===== src/design/urx_cfg.svh =====
// urx_cfg.svh: offsets, field positions, reset values and timing counts of the receiver
// assumes: included by its bare name from every design file that needs a number
`ifndef URX_CFG_SVH
`define URX_CFG_SVH

// clock and default line rate; the divisor is derived, not typed in
`define URX_CLK_HZ 40000000
`define URX_BAUD_DEFAULT 9600
`define URX_OVERSAMPLE 16
`define URX_DIV_W 13
`define URX_DIV_RESET 13'((`URX_CLK_HZ) / (`URX_OVERSAMPLE * `URX_BAUD_DEFAULT))

// register word index on the bus (byte address is four times this)
`define URX_REG_CTRL 3'h0
`define URX_REG_DIV 3'h1
`define URX_REG_STAT 3'h2
`define URX_REG_DATA 3'h3
`define URX_REG_IST 3'h4
`define URX_REG_IMSK 3'h5

// control fields
`define URX_CTRL_EN 0
`define URX_CTRL_NINE 1
`define URX_CTRL_RESET 2'h0

// status / interrupt field positions (same layout in status, sticky and mask)
`define URX_F_FULL 0
`define URX_F_FE 1
`define URX_F_NF 2
`define URX_F_ACT 3
`define URX_IRQ_W 3

// oversample tick positions inside one bit time
`define URX_RT1 5'd1
`define URX_RT3 5'd3
`define URX_RT5 5'd5
`define URX_RT7 5'd7
`define URX_RT8 5'd8
`define URX_RT9 5'd9
`define URX_RT10 5'd10
`define URX_RT11 5'd11
`define URX_RT16 5'd16

// last data bit index for each character length
`define URX_LAST8 4'd7
`define URX_LAST9 4'd8

`endif


===== src/design/urx_pkg.sv =====
// urx_pkg: types shared by the receiver files
// assumes: numbers live in urx_cfg.svh
`default_nettype none
package urx_pkg;

  typedef enum logic [1:0] {
    URX_SEARCH = 2'b00,
    URX_START = 2'b01,
    URX_DATA = 2'b10,
    URX_STOP = 2'b11
  } urx_state_e;

  // software control fields
  typedef struct packed {
    logic nine_bit;
    logic enable;
  } urx_ctrl_s;

  // per-frame flags delivered together with the data
  typedef struct packed {
    logic noise_flag;
    logic framing_error_flag;
    logic receive_full_flag;
  } urx_flags_s;

endpackage
`default_nettype wire


===== src/design/urx_rx_recovery.sv =====
// urx_rx_recovery: receive data recovery of an asynchronous serial line, with an
// Avalon-MM register slave and one level interrupt
// assumes: rx_pin is asynchronous to clk_sys; a single Avalon master with word addresses
`timescale 1ns/1ps
`default_nettype none
`include "urx_cfg.svh"

// Function
// - all line sampling is timed by an oversample tick at sixteen times the baud rate.
// - the tick counter phase restarts at each start bit found.
// - the counter realigns when a bit voting 1 is followed by a bit voting 0.
// - a start bit is a low sample after three highs, and from it the counter runs to 16.
// - samples 3, 5, 7 verify the start: at most one high passes, one high sets noise.
// - a failed start resets the counter and restarts the search with no noise flag.
// - each data bit is the majority of samples 8, 9, 10, and disagreement sets noise.
// - in a verified start bit, samples 8 to 10 only set noise when high; the bit stays low.
// - the stop bit is voted from samples 8 to 10: low sets framing error, disagreement noise.
// - noise before a start bit is found never sets the noise flag.
// - framing error appears in the same cycle as receive full for that frame.
// - a break with no high stop bit sets the framing error flag.
// - a falling edge after a bit voting 1 realigns the counter to correct drift, except on samples 8 to 10.
// - eight or nine data bits are taken as chosen, the ninth shown as bit eight.
// - a finished frame moves to the data register and sets receive full.
module urx_rx_recovery (
  input wire logic clk_sys,
  input wire logic reset_n,
  input wire logic rx_pin,
  input wire logic [2:0] avs_address,
  input wire logic avs_read,
  input wire logic avs_write,
  input wire logic [31:0] avs_writedata,
  input wire logic [3:0] avs_byteenable,
  output logic [31:0] avs_readdata,
  output logic avs_waitrequest,
  output logic irq
);

  // majority of three samples
  function automatic logic maj3(input logic a, input logic b, input logic c);
    maj3 = (a & b) | (a & c) | (b & c);
  endfunction

  // true when three samples are not all equal
  function automatic logic split3(input logic a, input logic b, input logic c);
    split3 = !((a == b) && (b == c));
  endfunction

  // byte-lane merge of a write into an old word
  function automatic logic [31:0] merge(input logic [31:0] old, input logic [31:0] wd,
                                        input logic [3:0] be);
    logic [31:0] m;
    m = {{8{be[3]}}, {8{be[2]}}, {8{be[1]}}, {8{be[0]}}};
    merge = (old & ~m) | (wd & m);
  endfunction

  logic [1:0] rst_sync_q;
  logic rst_n;
  logic [2:0] rx_sync_q;
  logic smp_q;
  urx_pkg::urx_ctrl_s ctrl_q;
  logic [`URX_DIV_W-1:0] div_q;
  logic tick;
  urx_pkg::urx_state_e state_q;
  logic [4:0] rt_q;
  logic [2:0] hist_q;
  logic [3:0] bit_q;
  logic [8:0] shift_q;
  logic v3_q, v5_q, s8_q, s9_q;
  logic last_one_q;
  logic frame_nf_q;
  logic [8:0] data_q;
  urx_pkg::urx_flags_s flags_q;
  logic [`URX_IRQ_W-1:0] ist_q;
  logic [`URX_IRQ_W-1:0] imsk_q;
  logic [`URX_IRQ_W-1:0] ist_clr_w, ist_set_w;
  logic [31:0] rdata_d;
  logic fall_w, vote_w, split_w, done_w, boundary_w;
  logic [1:0] ones_w;
  logic [3:0] last_bit_w;
  logic wr_go, rd_go, data_rd;
  logic [31:0] ctrl_word, div_word;

  // reset release through two flops; assertion stays asynchronous
  always_ff @(posedge clk_sys or negedge reset_n) begin
    if (!reset_n) begin
      rst_sync_q <= 2'h0;
    end else begin
      rst_sync_q <= {rst_sync_q[0], 1'b1};
    end
  end
  assign rst_n = rst_sync_q[1];

  // line synchroniser: the level moves only when the second and third stages agree
  always_ff @(posedge clk_sys or negedge rst_n) begin
    if (!rst_n) begin
      rx_sync_q <= 3'h7;
      smp_q <= 1'b1;
    end else begin
      rx_sync_q <= {rx_sync_q[1:0], rx_pin};
      if (rx_sync_q[1] == rx_sync_q[2]) begin
        smp_q <= rx_sync_q[2];
      end
    end
  end

  urx_tick_div u_div (
    .clk_sys(clk_sys),
    .rst_n(rst_n),
    .enable(ctrl_q.enable),
    .divisor(div_q),
    .oversample_tick(tick)
  );

  // sample decoding shared by every state
  assign fall_w = !smp_q && (hist_q == 3'h7);
  assign ones_w = 2'(v3_q) + 2'(v5_q) + 2'(smp_q);
  assign vote_w = maj3(s8_q, s9_q, smp_q);
  assign split_w = split3(s8_q, s9_q, smp_q);
  assign last_bit_w = ctrl_q.nine_bit ? `URX_LAST9 : `URX_LAST8;
  // an edge after a 1 bit, late in that bit, marks the start of the next one
  assign boundary_w = (rt_q == `URX_RT16) ||
                      (fall_w && last_one_q && (rt_q >= `URX_RT11));
  assign done_w = tick && (state_q == urx_pkg::URX_STOP) && (rt_q == `URX_RT10);

  // frame state machine, stepped only on the oversample tick
  always_ff @(posedge clk_sys or negedge rst_n) begin
    if (!rst_n) begin
      state_q <= urx_pkg::URX_SEARCH;
      rt_q <= 5'h0;
      hist_q <= 3'h0;
      bit_q <= 4'h0;
      last_one_q <= 1'b0;
    end else if (!ctrl_q.enable) begin
      state_q <= urx_pkg::URX_SEARCH;
      rt_q <= 5'h0;
      hist_q <= 3'h0;
      bit_q <= 4'h0;
      last_one_q <= 1'b0;
    end else if (tick) begin
      hist_q <= {hist_q[1:0], smp_q};
      rt_q <= (rt_q == `URX_RT16) ? `URX_RT1 : rt_q + 5'h1;
      case (state_q)
        urx_pkg::URX_SEARCH: begin
          rt_q <= 5'h0;
          if (fall_w) begin
            state_q <= urx_pkg::URX_START;
            rt_q <= `URX_RT1;
          end
        end
        urx_pkg::URX_START: begin
          if (rt_q == `URX_RT7 && ones_w >= 2'd2) begin
            state_q <= urx_pkg::URX_SEARCH;
            rt_q <= 5'h0;
            hist_q <= 3'h0; // a new edge needs three fresh highs
          end else if (rt_q == `URX_RT16) begin
            state_q <= urx_pkg::URX_DATA;
            bit_q <= 4'h0;
            last_one_q <= 1'b0; // start bit always counts as low
          end
        end
        urx_pkg::URX_DATA: begin
          if (rt_q == `URX_RT10) begin
            last_one_q <= vote_w;
          end
          if (boundary_w) begin
            rt_q <= `URX_RT1;
            last_one_q <= (rt_q == `URX_RT16) ? last_one_q : 1'b0;
            if (bit_q == last_bit_w) begin
              state_q <= urx_pkg::URX_STOP;
            end else begin
              bit_q <= bit_q + 4'h1;
            end
          end else if (fall_w && last_one_q && rt_q <= `URX_RT7) begin
            rt_q <= `URX_RT1; // early edge of this bit
          end
        end
        urx_pkg::URX_STOP: begin
          if (fall_w && last_one_q && rt_q <= `URX_RT7) begin
            rt_q <= `URX_RT1;
          end else if (rt_q == `URX_RT10) begin
            state_q <= urx_pkg::URX_SEARCH; // hunt for the next start right away
            rt_q <= 5'h0;
            last_one_q <= 1'b0;
          end
        end
        default: begin
          state_q <= urx_pkg::URX_SEARCH;
          rt_q <= 5'h0;
        end
      endcase
    end
  end

  // verification and vote samples
  always_ff @(posedge clk_sys or negedge rst_n) begin
    if (!rst_n) begin
      v3_q <= 1'b0;
      v5_q <= 1'b0;
      s8_q <= 1'b0;
      s9_q <= 1'b0;
    end else if (tick) begin
      if (rt_q == `URX_RT3) begin
        v3_q <= smp_q;
      end
      if (rt_q == `URX_RT5) begin
        v5_q <= smp_q;
      end
      if (rt_q == `URX_RT8) begin
        s8_q <= smp_q;
      end
      if (rt_q == `URX_RT9) begin
        s9_q <= smp_q;
      end
    end
  end

  // data shift register, lsb first; shifts on the vote of each data bit
  always_ff @(posedge clk_sys or negedge rst_n) begin
    if (!rst_n) begin
      shift_q <= 9'h0;
    end else if (tick && state_q == urx_pkg::URX_DATA && rt_q == `URX_RT10) begin
      shift_q <= {vote_w, shift_q[8:1]};
    end
  end

  // frame noise: cleared when a start is found, so glitches while hunting never count
  always_ff @(posedge clk_sys or negedge rst_n) begin
    if (!rst_n) begin
      frame_nf_q <= 1'b0;
    end else if (tick) begin
      case (state_q)
        urx_pkg::URX_SEARCH: begin
          frame_nf_q <= 1'b0;
        end
        urx_pkg::URX_START: begin
          if (rt_q == `URX_RT7 && ones_w == 2'd1) begin
            frame_nf_q <= 1'b1;
          end
          if (rt_q >= `URX_RT8 && rt_q <= `URX_RT10 && smp_q) begin
            frame_nf_q <= 1'b1;
          end
        end
        urx_pkg::URX_DATA: begin
          if (rt_q == `URX_RT10 && split_w) begin
            frame_nf_q <= 1'b1;
          end
        end
        default: begin
          frame_nf_q <= frame_nf_q;
        end
      endcase
    end
  end

  // bus handshake: waitrequest drops for one cycle on each request, which takes it
  assign wr_go = avs_write && !avs_waitrequest;
  assign rd_go = avs_read && !avs_waitrequest;
  assign data_rd = rd_go && (avs_address == `URX_REG_DATA);

  always_ff @(posedge clk_sys or negedge rst_n) begin
    if (!rst_n) begin
      avs_waitrequest <= 1'b1;
      avs_readdata <= 32'h0;
    end else begin
      avs_waitrequest <= !((avs_read || avs_write) && avs_waitrequest);
      if (avs_read && avs_waitrequest) begin
        avs_readdata <= rdata_d;
      end
    end
  end

  // read mux; unmapped words read as zero
  always_comb begin
    rdata_d = 32'h0;
    case (avs_address)
      `URX_REG_CTRL: rdata_d = ctrl_word;
      `URX_REG_DIV: rdata_d = div_word;
      `URX_REG_STAT: begin
        rdata_d[`URX_F_FULL] = flags_q.receive_full_flag;
        rdata_d[`URX_F_FE] = flags_q.framing_error_flag;
        rdata_d[`URX_F_NF] = flags_q.noise_flag;
        rdata_d[`URX_F_ACT] = (state_q != urx_pkg::URX_SEARCH);
      end
      `URX_REG_DATA: rdata_d[8:0] = data_q;
      `URX_REG_IST: rdata_d[`URX_IRQ_W-1:0] = ist_q;
      `URX_REG_IMSK: rdata_d[`URX_IRQ_W-1:0] = imsk_q;
      default: rdata_d = 32'h0;
    endcase
  end

  assign ctrl_word = {30'h0, ctrl_q.nine_bit, ctrl_q.enable};
  assign div_word = {{(32 - `URX_DIV_W){1'b0}}, div_q};

  // software control registers; a character length change is meant for an idle line
  always_ff @(posedge clk_sys or negedge rst_n) begin
    if (!rst_n) begin
      ctrl_q <= urx_pkg::urx_ctrl_s'(`URX_CTRL_RESET);
      div_q <= `URX_DIV_RESET;
      imsk_q <= '0;
    end else if (wr_go) begin
      case (avs_address)
        `URX_REG_CTRL: ctrl_q <= urx_pkg::urx_ctrl_s'(2'(
                          merge(ctrl_word, avs_writedata, avs_byteenable)
                          >> `URX_CTRL_EN));
        `URX_REG_DIV: div_q <= `URX_DIV_W'(merge(div_word, avs_writedata, avs_byteenable));
        `URX_REG_IMSK: begin
          if (avs_byteenable[0]) begin
            imsk_q <= avs_writedata[`URX_IRQ_W-1:0];
          end
        end
        default: begin
          imsk_q <= imsk_q;
        end
      endcase
    end
  end

  // receive data and frame flags; a new frame beats the clear of a data read
  always_ff @(posedge clk_sys or negedge rst_n) begin
    if (!rst_n) begin
      data_q <= 9'h0;
      flags_q <= '0;
    end else if (done_w) begin
      data_q <= ctrl_q.nine_bit ? shift_q : {1'b0, shift_q[8:1]};
      flags_q.receive_full_flag <= 1'b1;
      flags_q.framing_error_flag <= !vote_w;
      flags_q.noise_flag <= frame_nf_q || split_w;
    end else if (data_rd) begin
      flags_q <= '0;
    end
  end

  // event decode: clear from a lane-0 write, set from a finished frame
  always_comb begin
    ist_clr_w = '0;
    ist_set_w = '0;
    if (wr_go && avs_address == `URX_REG_IST && avs_byteenable[0]) begin
      ist_clr_w = avs_writedata[`URX_IRQ_W-1:0];
    end
    if (done_w) begin
      ist_set_w[`URX_F_FULL] = 1'b1;
      ist_set_w[`URX_F_FE] = !vote_w;
      ist_set_w[`URX_F_NF] = frame_nf_q || split_w;
    end
  end

  // sticky event bits, write one to clear; a same-cycle event wins
  always_ff @(posedge clk_sys or negedge rst_n) begin
    if (!rst_n) begin
      ist_q <= '0;
    end else begin
      ist_q <= (ist_q & ~ist_clr_w) | ist_set_w;
    end
  end

  // one level interrupt while any unmasked sticky bit is set
  always_ff @(posedge clk_sys or negedge rst_n) begin
    if (!rst_n) begin
      irq <= 1'b0;
    end else begin
      irq <= |(ist_q & imsk_q);
    end
  end

endmodule
`default_nettype wire


===== src/design/urx_tick_div.sv =====
// urx_tick_div: divides the system clock down to the oversample tick
// assumes: one clock; divisor comes from a register on the same clock
`timescale 1ns/1ps
`default_nettype none
`include "urx_cfg.svh"

module urx_tick_div (
  input wire logic clk_sys,
  input wire logic rst_n,
  input wire logic enable,
  input wire logic [`URX_DIV_W-1:0] divisor,
  output logic oversample_tick
);

  logic [`URX_DIV_W-1:0] cnt_q;

  // down counter; a divisor of zero behaves as one so the tick never stops
  always_ff @(posedge clk_sys or negedge rst_n) begin
    if (!rst_n) begin
      cnt_q <= '0;
      oversample_tick <= 1'b0;
    end else if (!enable) begin
      cnt_q <= '0;
      oversample_tick <= 1'b0;
    end else if (cnt_q == '0) begin
      cnt_q <= (divisor == '0) ? '0 : divisor - `URX_DIV_W'(1);
      oversample_tick <= 1'b1;
    end else begin
      cnt_q <= cnt_q - `URX_DIV_W'(1);
      oversample_tick <= 1'b0;
    end
  end

endmodule
`default_nettype wire


===== config.mk =====
export PLATFORM = sky130hd
export DESIGN_NAME = urx_rx_recovery
export DESIGN_NICKNAME = d
export VERILOG_FILES = /design/src/design/urx_pkg.sv /design/src/design/urx_rx_recovery.sv /design/src/design/urx_tick_div.sv
export VERILOG_INCLUDE_DIRS = /design/src /design/src/design
export SDC_FILE = /design/constraint.sdc
export NUM_CORES = 1
export LEC_CHECK = 0
export BUFFER_PORTS_ARGS = -buffer_cell sky130_fd_sc_hd__buf_2
export CAP_MARGIN = 10
export CORE_AREA = 2 2 105 107
export DETAILED_ROUTE_END_ITERATION = 8
export DIE_AREA = 0 0 107 109
export GPL_TIMING_DRIVEN = 0
export MAX_ROUTING_LAYER = met4
export PLACE_DENSITY = 0.75
export SLEW_MARGIN = 20
export SYNTH_ARGS = -nofsm -noshare
export SYNTH_HDL_FRONTEND = slang
export SYNTH_SLANG_ARGS = --single-unit
export TNS_END_PERCENT = 20

===== constraint.sdc =====
create_clock -name clk_sys -period 2.7 [get_ports clk_sys]
set_input_delay 0.54 -clock clk_sys [delete_from_list [all_inputs] [get_ports clk_sys]]
set_output_delay 0.54 -clock clk_sys [all_outputs]
set_load 0.05 [all_outputs]

## After elaboration in Yosys (flattened, before gate mapping)

Cells that the tools add are included.

- Output and inout bits: 34
- Bits in registers: 116
- Logic and storage cells: 199

- Muxes and demuxes: 60
- Bitwise logic cells: 15
- Order comparisons: 5
- Eq/ne operators: 37
- Reduce and logical (&&, ||, !) cells: 48
- Add/sub/neg operators: 6

Operator list:

| kind | number |
|---|---|
| 2-to-1 mux 5 bit | 8 |
| 2-to-1 mux 13 bit | 3 |
| 2-to-1 mux 4 bit | 8 |
| AND 13 bit | 2 |
| zero test 13 bit | 2 |
| subtractor 13 x 1 -> 13 bit (second input constant) | 2 |
| 2-to-1 mux 3 bit | 8 |
| inequality test 3 bit (second input constant) | 8 |
| logical AND 1 bit | 21 |
| one-hot mux 5 bit (4 select lines) | 1 |
| 2-to-1 mux 2 bit | 9 |
| one-hot mux 3 bit (6 select lines) | 1 |
| == test 5 x 4 -> 1 bit (second input constant) | 3 |
| 2-to-1 mux 1 bit | 15 |
| NOT 13 bit | 1 |
| bitwise OR 13 bit | 1 |
| AND reduction 2 bit | 6 |
| == test 5 x 3 -> 1 bit (second input constant) | 2 |
| greater-or-equal comparator 5 x 4 -> 1 bit (second input constant) | 2 |
| one-hot mux 5 bit (2 select lines) | 1 |
| == test 3 bit (second input constant) | 3 |
| 2-to-1 mux 9 bit | 1 |
| one-hot mux 1 bit (3 select lines) | 3 |
| inequality test 4 bit (second input constant) | 2 |
| 41 further kinds | 58 |

## Depth between registers and ports, before layout

Gate-level depths: netlist of run 1.

- Depth after elaboration: 9
- Depth in mapped cells: 9

## Modules after synthesis

A second synthesis of run 1 with hierarchy kept.

- Cell total of the unflattened synthesis: 549
- Area total of the unflattened synthesis: 5522.8 sq um

By module, submodules not included:

| module | seq. area each (sq um) | instances | cells each | area an instance (sq um) |
|---|---|---|---|---|
| urx_rx_recovery | 2085.8 | 1 | 417 | 4370.4 |
| urx_tick_div | 350.3 | 1 | 132 | 1152.4 |

## Worst setup path before layout of run 1

Ideal clock, no wire load.

- Path type: reg-to-reg
- Start: register rt_q[0]
- End: register bit_q[2]
- Library setup time: 0.082 ns
- Stages on the path, launching flop included: 9
- Slack: 0.474 ns
- Arrival time: 2.144 ns
- Cell sequence: dfrtp_1 > clkbuf_2 > inv_1 > ha_1 > and4bb_4 > mux2i_1 > or3_1 > or4_1 > a31oi_1

- Cells in the longest elaborated chain, start to end: 5
- Elaborated cells on any way between the ends: 10
- Those cells by class: 1 x order compare; 5 x eq/ne; 4 x reduce/logical

RTL lines:

| item | line | text |
|---|---|---|
| from (decl) | urx_rx_recovery.sv:64 | `logic [4:0] rt_q;` |
| from (signal assigned) | urx_rx_recovery.sv:141 | `` rt_q <= (rt_q == `URX_RT16) ? `URX_RT1 : rt_q + 5'h1; `` |
| from (signal assigned) | urx_rx_recovery.sv:147 | `` rt_q <= `URX_RT1; `` |
| from (signal assigned) | urx_rx_recovery.sv:166 | `` rt_q <= `URX_RT1; `` |
| greater-or-equal comparator 5 x 4 -> 1 bit (no line) | n/a |  |
| logical AND 1 bit | urx_rx_recovery.sv:122 | `` (fall_w && last_one_q && (rt_q >= `URX_RT11)); `` |
| logical OR 1 bit | urx_rx_recovery.sv:121 | `` assign boundary_w = (rt_q == `URX_RT16) \|\| `` |
| inequality test 3 bit (no line) | n/a |  |
| AND reduction 6 bit (no line) (*) | n/a |  |
| to (signal assigned) | urx_rx_recovery.sv:171 | `bit_q <= bit_q + 4'h1;` |
| to (decl) | urx_rx_recovery.sv:66 | `logic [3:0] bit_q;` |

Mark *: on every way between the ends. The rest lies on a longest branch, timed or not.
A chain may end at the register's enable or synchronous reset.

## Final worst setup path of run 1

Same ends and word-level chain as after synthesis.

==> flow_metrics.tcl, run 1 <==
set metrics [dict create \
    outcome "finished clean" \
    clk_pin_slew_ns 0.10 \
    syn_to_final_growth_pct 12.14 \
    grt_max_degree 49 \
    synth_edf_count 0 \
    insertedDiodeCount 0 \
    crit_buf_inv 2 \
    drive_gt1_share_pct 22.91 \
    power_leakage_nw 2.746 \
    crit_type "reg -> reg" \
    grt_pass1_wl_um 19600 \
    num_rows 38 \
    slew_headroom_pct 55.77 \
    max_cap_viol_count 0 \
    start_kind "flop" \
    start_util_pct 50.45 \
    clkSinkCount 97 \
    finalPower_w 0.003982 \
    met2_usage_pct 35.49 \
    netlist_top_cells_area "dfrtp_1, mux2_2, nand2_1" \
    core-area_um2 10600 \
    irDropWorstVdd_mv 0.3652 \
    synthAdderAreaFrac_pct 3.602 \
    synth-xor-area-share_pct 3.275 \
    cts_buffer_depth 2 \
    ys.flop_type "dfrtp_1" \
    skew_ns 0.01487 \
    crit_path_end_kind "flop" \
    slew_viol_final 0 \
    rsz0062_at_grt "no" \
    totalWireLength_um 11730 \
    dieHeight_um 109 \
    numCtsBuffers 9 \
    worstPathCellList "clkbuf_2 > inv_1 > ha_2 > and4bb_4 > mux2i_1 > or3_1 > or4_1 > a31oi_1" \
    path_max_fanout 8 \
    io_buffers 37 \
    die_x_um 107 \
    drc 0 \
    globalplace.congestion 0.9009 \
    root_buffer "clkbuf_8" \
    dr.pass1.iters 4 \
    synth-simple-area-share_pct 18.27 \
    hold_path.class "in -> reg" \
    gr-usage-met1_pct 28.11 \
    die_area_um2 11660 \
    critPathRequiredTime_ns 2.99 \
    ys_types 72 \
    synth_top_area_cell "dfrtp_1" \
    ant_nets 0 \
    fillers 901 \
    fmax_ghz 0.3967 \
    fin_tns_setup_ns 0 \
    power_density_nw_per_um2 663.9 \
    viasPerCell 5.553 \
    ys_seq_elements 97 \
    finalWorstPathRequiredPeriod_ns 2.521 \
    drt_iter0_drc 302 \
    num_vias 4098 \
    synth_common_cells "dfrtp_1, nand2_1, o21ai_0" \
    yosysWarnings 0 \
    synth_top_family_by_area "simple AND/OR/NAND/NOR gates" \
    grt_most_used_layer "met2" \
    synth_top_area_share_pct 42.11 \
    grt_pass1_vias 4001 \
    post-synth-top-count-cell "dfrtp_1" \
    syn_avg_cell_area_um2 10.19 \
    use_met3_pct 4.005 \
    synth_compound_area_share_pct 12.58 \
    grt_usage_pct 21.84 \
    antenna_found_initial 0 \
    holdWs_ns 0.2749 \
    cts_setup_buffers 0 \
    clk_latency_ns 0.37 \
    synthArstFlopShare_pct 100.0 \
    tightest_slew_ns 0.6545 \
    layout.nets 651 \
    crit_family "simple AND/OR/NAND/NOR gates" \
    syn_area_um2 5349 \
    cpPeakStageDelay_ns 0.51 \
    cp_data_arrival_time_ns 2.81 \
    ios 78 \
    hold_violations 0 \
    synth_seq_area_share_pct 45.54 \
    cts_tree "yes" \
    crit_slowest_cell "or4_1" \
    final-setup-viol-count 0 \
    finalCritPeriodShare_pct 93.36 \
    synthMuxAreaShare_pct 10.50 \
    htreeDepth 3 \
    hpwl_um 8843 \
    syn_inst 525 \
    drt-wirelength-per-cell_um 15.90 \
    grt-ovfl-total 0 \
]
-- stage by stage --
stage | area [um2] | setup slack (ns) | util [%] | std cells
finish | 5998 | 0.1792 | 56.57 | 738
global route | 5998 | 0.01447 | 56.57 | 738
CTS | 5996 | 0.1852 | 56.55 | 738
detailed placement | 5808 | 0.2375 | 54.78 | 721
global placement | 5778 | 0.2979 | 54.50 | 720
floorplan | 5418 | 0.4741 | - | 543
-- where the power goes --
part           switching (W)  leakage, nW  internal [W]  total [W]
clock network       0.000547       0.0879      0.000345   0.000892
logic               0.000741         1.42      0.000531    0.00127
registers           0.000200         1.24       0.00162    0.00182
total                0.00149         2.75       0.00249    0.00398
-- worst paths after layout --
path / to / from / cells after the start / slack, ns
max in group asynchronous: asynchronous set/reset pin / rst_sync_q[1]$_DFF_PN0_ / 1 / 1.62
worst min register to register: v3_q$_DFFE_PN0P_ / rst_sync_q[1]$_DFF_PN0_ / 0 / 0.36
worst max register to register: bit_q[2]$_DFFE_PN0P_ / rt_q[0]$_DFFE_PN0N_ / 8 / 0.18
min in group asynchronous: v3_q$_DFFE_PN0P_ / rst_sync_q[1]$_DFF_PN0_ / 0 / 0.36
worst min-delay path: rx_sync_q[0]$_DFF_PN1_ / rx_pin / 1 / 0.27
worst max-delay path: bit_q[2]$_DFFE_PN0P_ / rt_q[0]$_DFFE_PN0N_ / 8 / 0.18
-- area by class of cell --
cell class / count / area (um2) / area share, %
Buffer: 41 / 269.0 / 4.485
Clock buffer: 9 / 123.9 / 2.065
Clock inverter: 7 / 53.80 / 0.8970
Inverter: 15 / 56.30 / 0.9387
Multi-Input combinational cell: 390 / 2658 / 44.31
Sequential cell: 97 / 2440 / 40.68
Tap cell: 140 / 175.2 / 2.920
Timing Repair Buffer: 39 / 222.7 / 3.713
-- repair_timing --
action	CTS	global route
setup endpoints to repair	0	1
hold endpoints to repair	2	0
gates resized for setup	0	1
hold buffers	1	0
-- worst reg2reg max path: stages (launching register included) --
cell and delay (ns):
dfrtp_1 0.41, clkbuf_2 0.17, inv_1 0.14, ha_2 0.22, and4bb_4 0.30, mux2i_1 0.10, or3_1 0.40, or4_1 0.51
a31oi_1 0.19
-- logic make-up (layout without fill, tap and decap cells) --
group	after synthesis	after routing
AO/OA/AOI/OAI	100	100
AND/OR/NAND/NOR	183	183
other	2	20
buffers and inverters	56	111
adder cells (fa/ha/maj)	15	15
multiplexers	52	52
XOR/XNOR	20	20
flip-flops	97	97
-- layer usage --
layer  up-vias  part of all wire [%]
li1       1976                     -
met1      1989                    45
met2       117                    50
met3        16                   4.1
met4         0                   1.6
met5         -                     0
-- layout by cell type (no fill, tap or decap), types with 19 or more instances in the layout --
cell	count
dfrtp_1	89
nand2_1	64
buf_2	39
o21ai_0	38
mux2_2	33
nor2_1	31
conb_1	20
mux2i_1	19
buf_4	19
No activity file was read; power rests on OpenSTA's default activity.
==> run 2, diff against run 1 <==
--- a/config.mk
+++ b/config.mk
@@ -8,12 +8,12 @@
 export LEC_CHECK = 0
 export BUFFER_PORTS_ARGS = -buffer_cell sky130_fd_sc_hd__buf_2
 export CAP_MARGIN = 10
-export CORE_AREA = 2 2 105 107
+export CORE_AREA = 8 8 111 113
 export DETAILED_ROUTE_END_ITERATION = 8
-export DIE_AREA = 0 0 107 109
+export DIE_AREA = 0 0 119 121
 export GPL_TIMING_DRIVEN = 0
 export MAX_ROUTING_LAYER = met4
-export PLACE_DENSITY = 0.75
+export PLACE_DENSITY = 0.86
 export SLEW_MARGIN = 20
 export SYNTH_ARGS = -nofsm -noshare
 export SYNTH_HDL_FRONTEND = slang
==> run 2 against run 1 <==
Net effect: cell count is the same; register-to-register slack about the same; die area increased by 23%.
==> flow_metrics.tcl, run 2 (synthesized netlist as in run 1, its figures left out) <==
set metrics [dict create \
    syn_to_final_growth_pct 13.03 \
    finish.instance_area_um2 6046 \
    clk_latency_ns 0.38 \
    grt_max_degree 56 \
    skew_ns 0.01505 \
    cts_buffer_depth 2 \
    die_x_um 119 \
    layout.nets 651 \
    fin_tns_setup_ns 0 \
    pwr-share-comb_pct 30.8 \
    grt_pass1_vias 4300 \
    fillers 884 \
    die_area_um2 14400 \
    path_max_fanout 8 \
    io_buffers 37 \
    cts_setup_buffers 0 \
    post_layout_nonfiller_instances 738 \
    cpPeakStageDelay_ns 0.48 \
    num_rows 38 \
    internal_power_w 0.002699 \
    start_util_pct 50.45 \
    totalWireLength_um 12090 \
    drive_gt1_share_pct 22.91 \
    htreeDepth 3 \
    antenna_found_initial 0 \
    final-setup-viol-count 0 \
    hold_violations 0 \
    crit_path_end_kind "flop" \
    numCtsBuffers 9 \
    dr.pass1.iters 5 \
    drc 0 \
    sequentialPowerShare_pct 43.3 \
    place_area_um2 5808 \
    dp_cells 721 \
    p_clk_share_pct 25.9 \
    crit_buf_inv 2 \
    ios 78 \
    switching_share_pct 35.50 \
    finalCritPeriodShare_pct 93.18 \
    max_cap_viol_count 0 \
    startpoint "rt_q[0]$_DFFE_PN0N_" \
    crit_family "simple AND/OR/NAND/NOR gates" \
    insertedDiodeCount 0 \
    grt_pass1_wl_um 20230 \
    crit_type "reg -> reg" \
    crit_slowest_cell "or4_1" \
    hold_path.class "in -> reg" \
    globalplace.congestion 0.9084 \
    finalWorstPathRequiredPeriod_ns 2.516 \
    drt-wirelength-per-cell_um 16.39 \
    layout_common_cells "dfrtp_1, nand2_1, buf_2, o21ai_0, mux2_2" \
    power_density_nw_per_um2 692.1 \
    viasPerCell 5.641 \
    core-area_um2 10600 \
    worstPathCellList "clkbuf_2 > inv_1 > ha_2 > and4bb_4 > mux2i_1 > or3_1 > or4_1 > a31oi_1" \
    irDropWorstVdd_mv 0.4447 \
    tightest_slew_ns 0.7274 \
    clk_pin_slew_ns 0.09 \
    cp_data_arrival_time_ns 2.82 \
    root_buffer "clkbuf_8" \
    layout_commonest_cell "dfrtp_1" \
    cts_tree "yes" \
    grt-ovfl-total 0 \
    p_sw_w 0.001485 \
    critPathRequiredTime_ns 3.00 \
    r2r-start "rt_q[0]$_DFFE_PN0N_" \
    num_vias 4163 \
    outcome "finished clean" \
    grt_usage_pct 17.41 \
    start_kind "flop" \
    slew_headroom_pct 50.84 \
    dieHeight_um 121 \
    fmax_ghz 0.3975 \
    rsz0062_at_grt "no" \
    clkSinkCount 97 \
    hpwl_um 9063 \
    slew_viol_final 0 \
    drt_iter0_drc 312 \
    ant_nets 0 \
    hp-start "rx_pin" \
    power_leakage_nw 2.775 \
]
==> run 2: changes by cell type in the layout (fill, tap and decap cells not counted), sizes merged <==
cell	before	now
bufinv	0	2
clkinvlp	2	0
clkbuf	23	24
inv	18	17
==> run 2: repair_timing <==
action / CTS / global route
resized for setup: 0 / 1
hold buffers: 1 / 0
setup endpoints to repair: 0 / 1
endpoints found under the hold margin: 2 / 0
==> run 2: metrics by stage <==
step | utilization (%) | power [W] | hold slack [ns] | worst slack [ns]
finish | 57.02 | 0.004184 | 0.2674 | 0.1841
global route | 57.02 | 0.004393 | 0.2487 | 0.03121
CTS | 57.00 | 0.004182 | 0.2505 | 0.1932
detailed placement | 54.78 | 0.003103 | 0.3261 | 0.2132
global placement | 54.50 | 0.003049 | 0.3252 | 0.2594
floorplan | - | 0.002810 | 0.2444 | 0.4741
==> run 2: layout make-up <==
class	instances	area, um2	area share, %
Clock inverter	6	87.58	1.449
Clock buffer	10	137.6	2.276
Timing Repair Buffer	39	222.7	3.684
Tap cell	140	175.2	2.897
Multi-Input combinational cell	390	2658	43.96
Inverter	15	56.30	0.9313
Sequential cell	97	2440	40.36
Buffer	41	269.0	4.450
==> run 2: power by group through the flow <==
stage          clock network [W]  registers [W]  logic [W]
2_1_floorplan                  0        0.00189   0.000920
3_3_place_gp                   0        0.00184    0.00121
3_5_place_dp                   0        0.00184    0.00127
4_1_cts                  0.00109        0.00181    0.00128
5_1_grt                  0.00115        0.00184    0.00141
6_report                 0.00108        0.00181    0.00129
==> run 2: final timing paths <==
check	to	slack, ns	depth (start not counted)
min in group asynchronous	v3_q$_DFFE_PN0P_	0.32	0
max in group asynchronous	asynchronous set/reset pin	1.68	1
max reg2reg	bit_q[2]$_DFFE_PN0P_	0.18	8
min	rx_sync_q[0]$_DFF_PN1_	0.27	1
min reg2reg	v3_q$_DFFE_PN0P_	0.32	0
max	bit_q[2]$_DFFE_PN0P_	0.18	8
==> run 2: worst register-to-register path: cells and delay by family (launching register included) <==
family | cells | cell delay (ns)
AO/OA/AOI/OAI | 1 | 0.17
adder cells (fa/ha/maj) | 1 | 0.25
flip-flops | 1 | 0.41
buffers and inverters | 2 | 0.35
multiplexers | 1 | 0.09
AND/OR/NAND/NOR | 3 | 1.17
==> run 2: routing by layer <==
metal  share of wire, %  vias up  track usage (%)
li1                   -     1982                -
met1                 43     2004            20.52
met2                 49      149            29.05
met3                5.4       28            3.164
met4                2.5        0            6.957
met5                  0        -                -
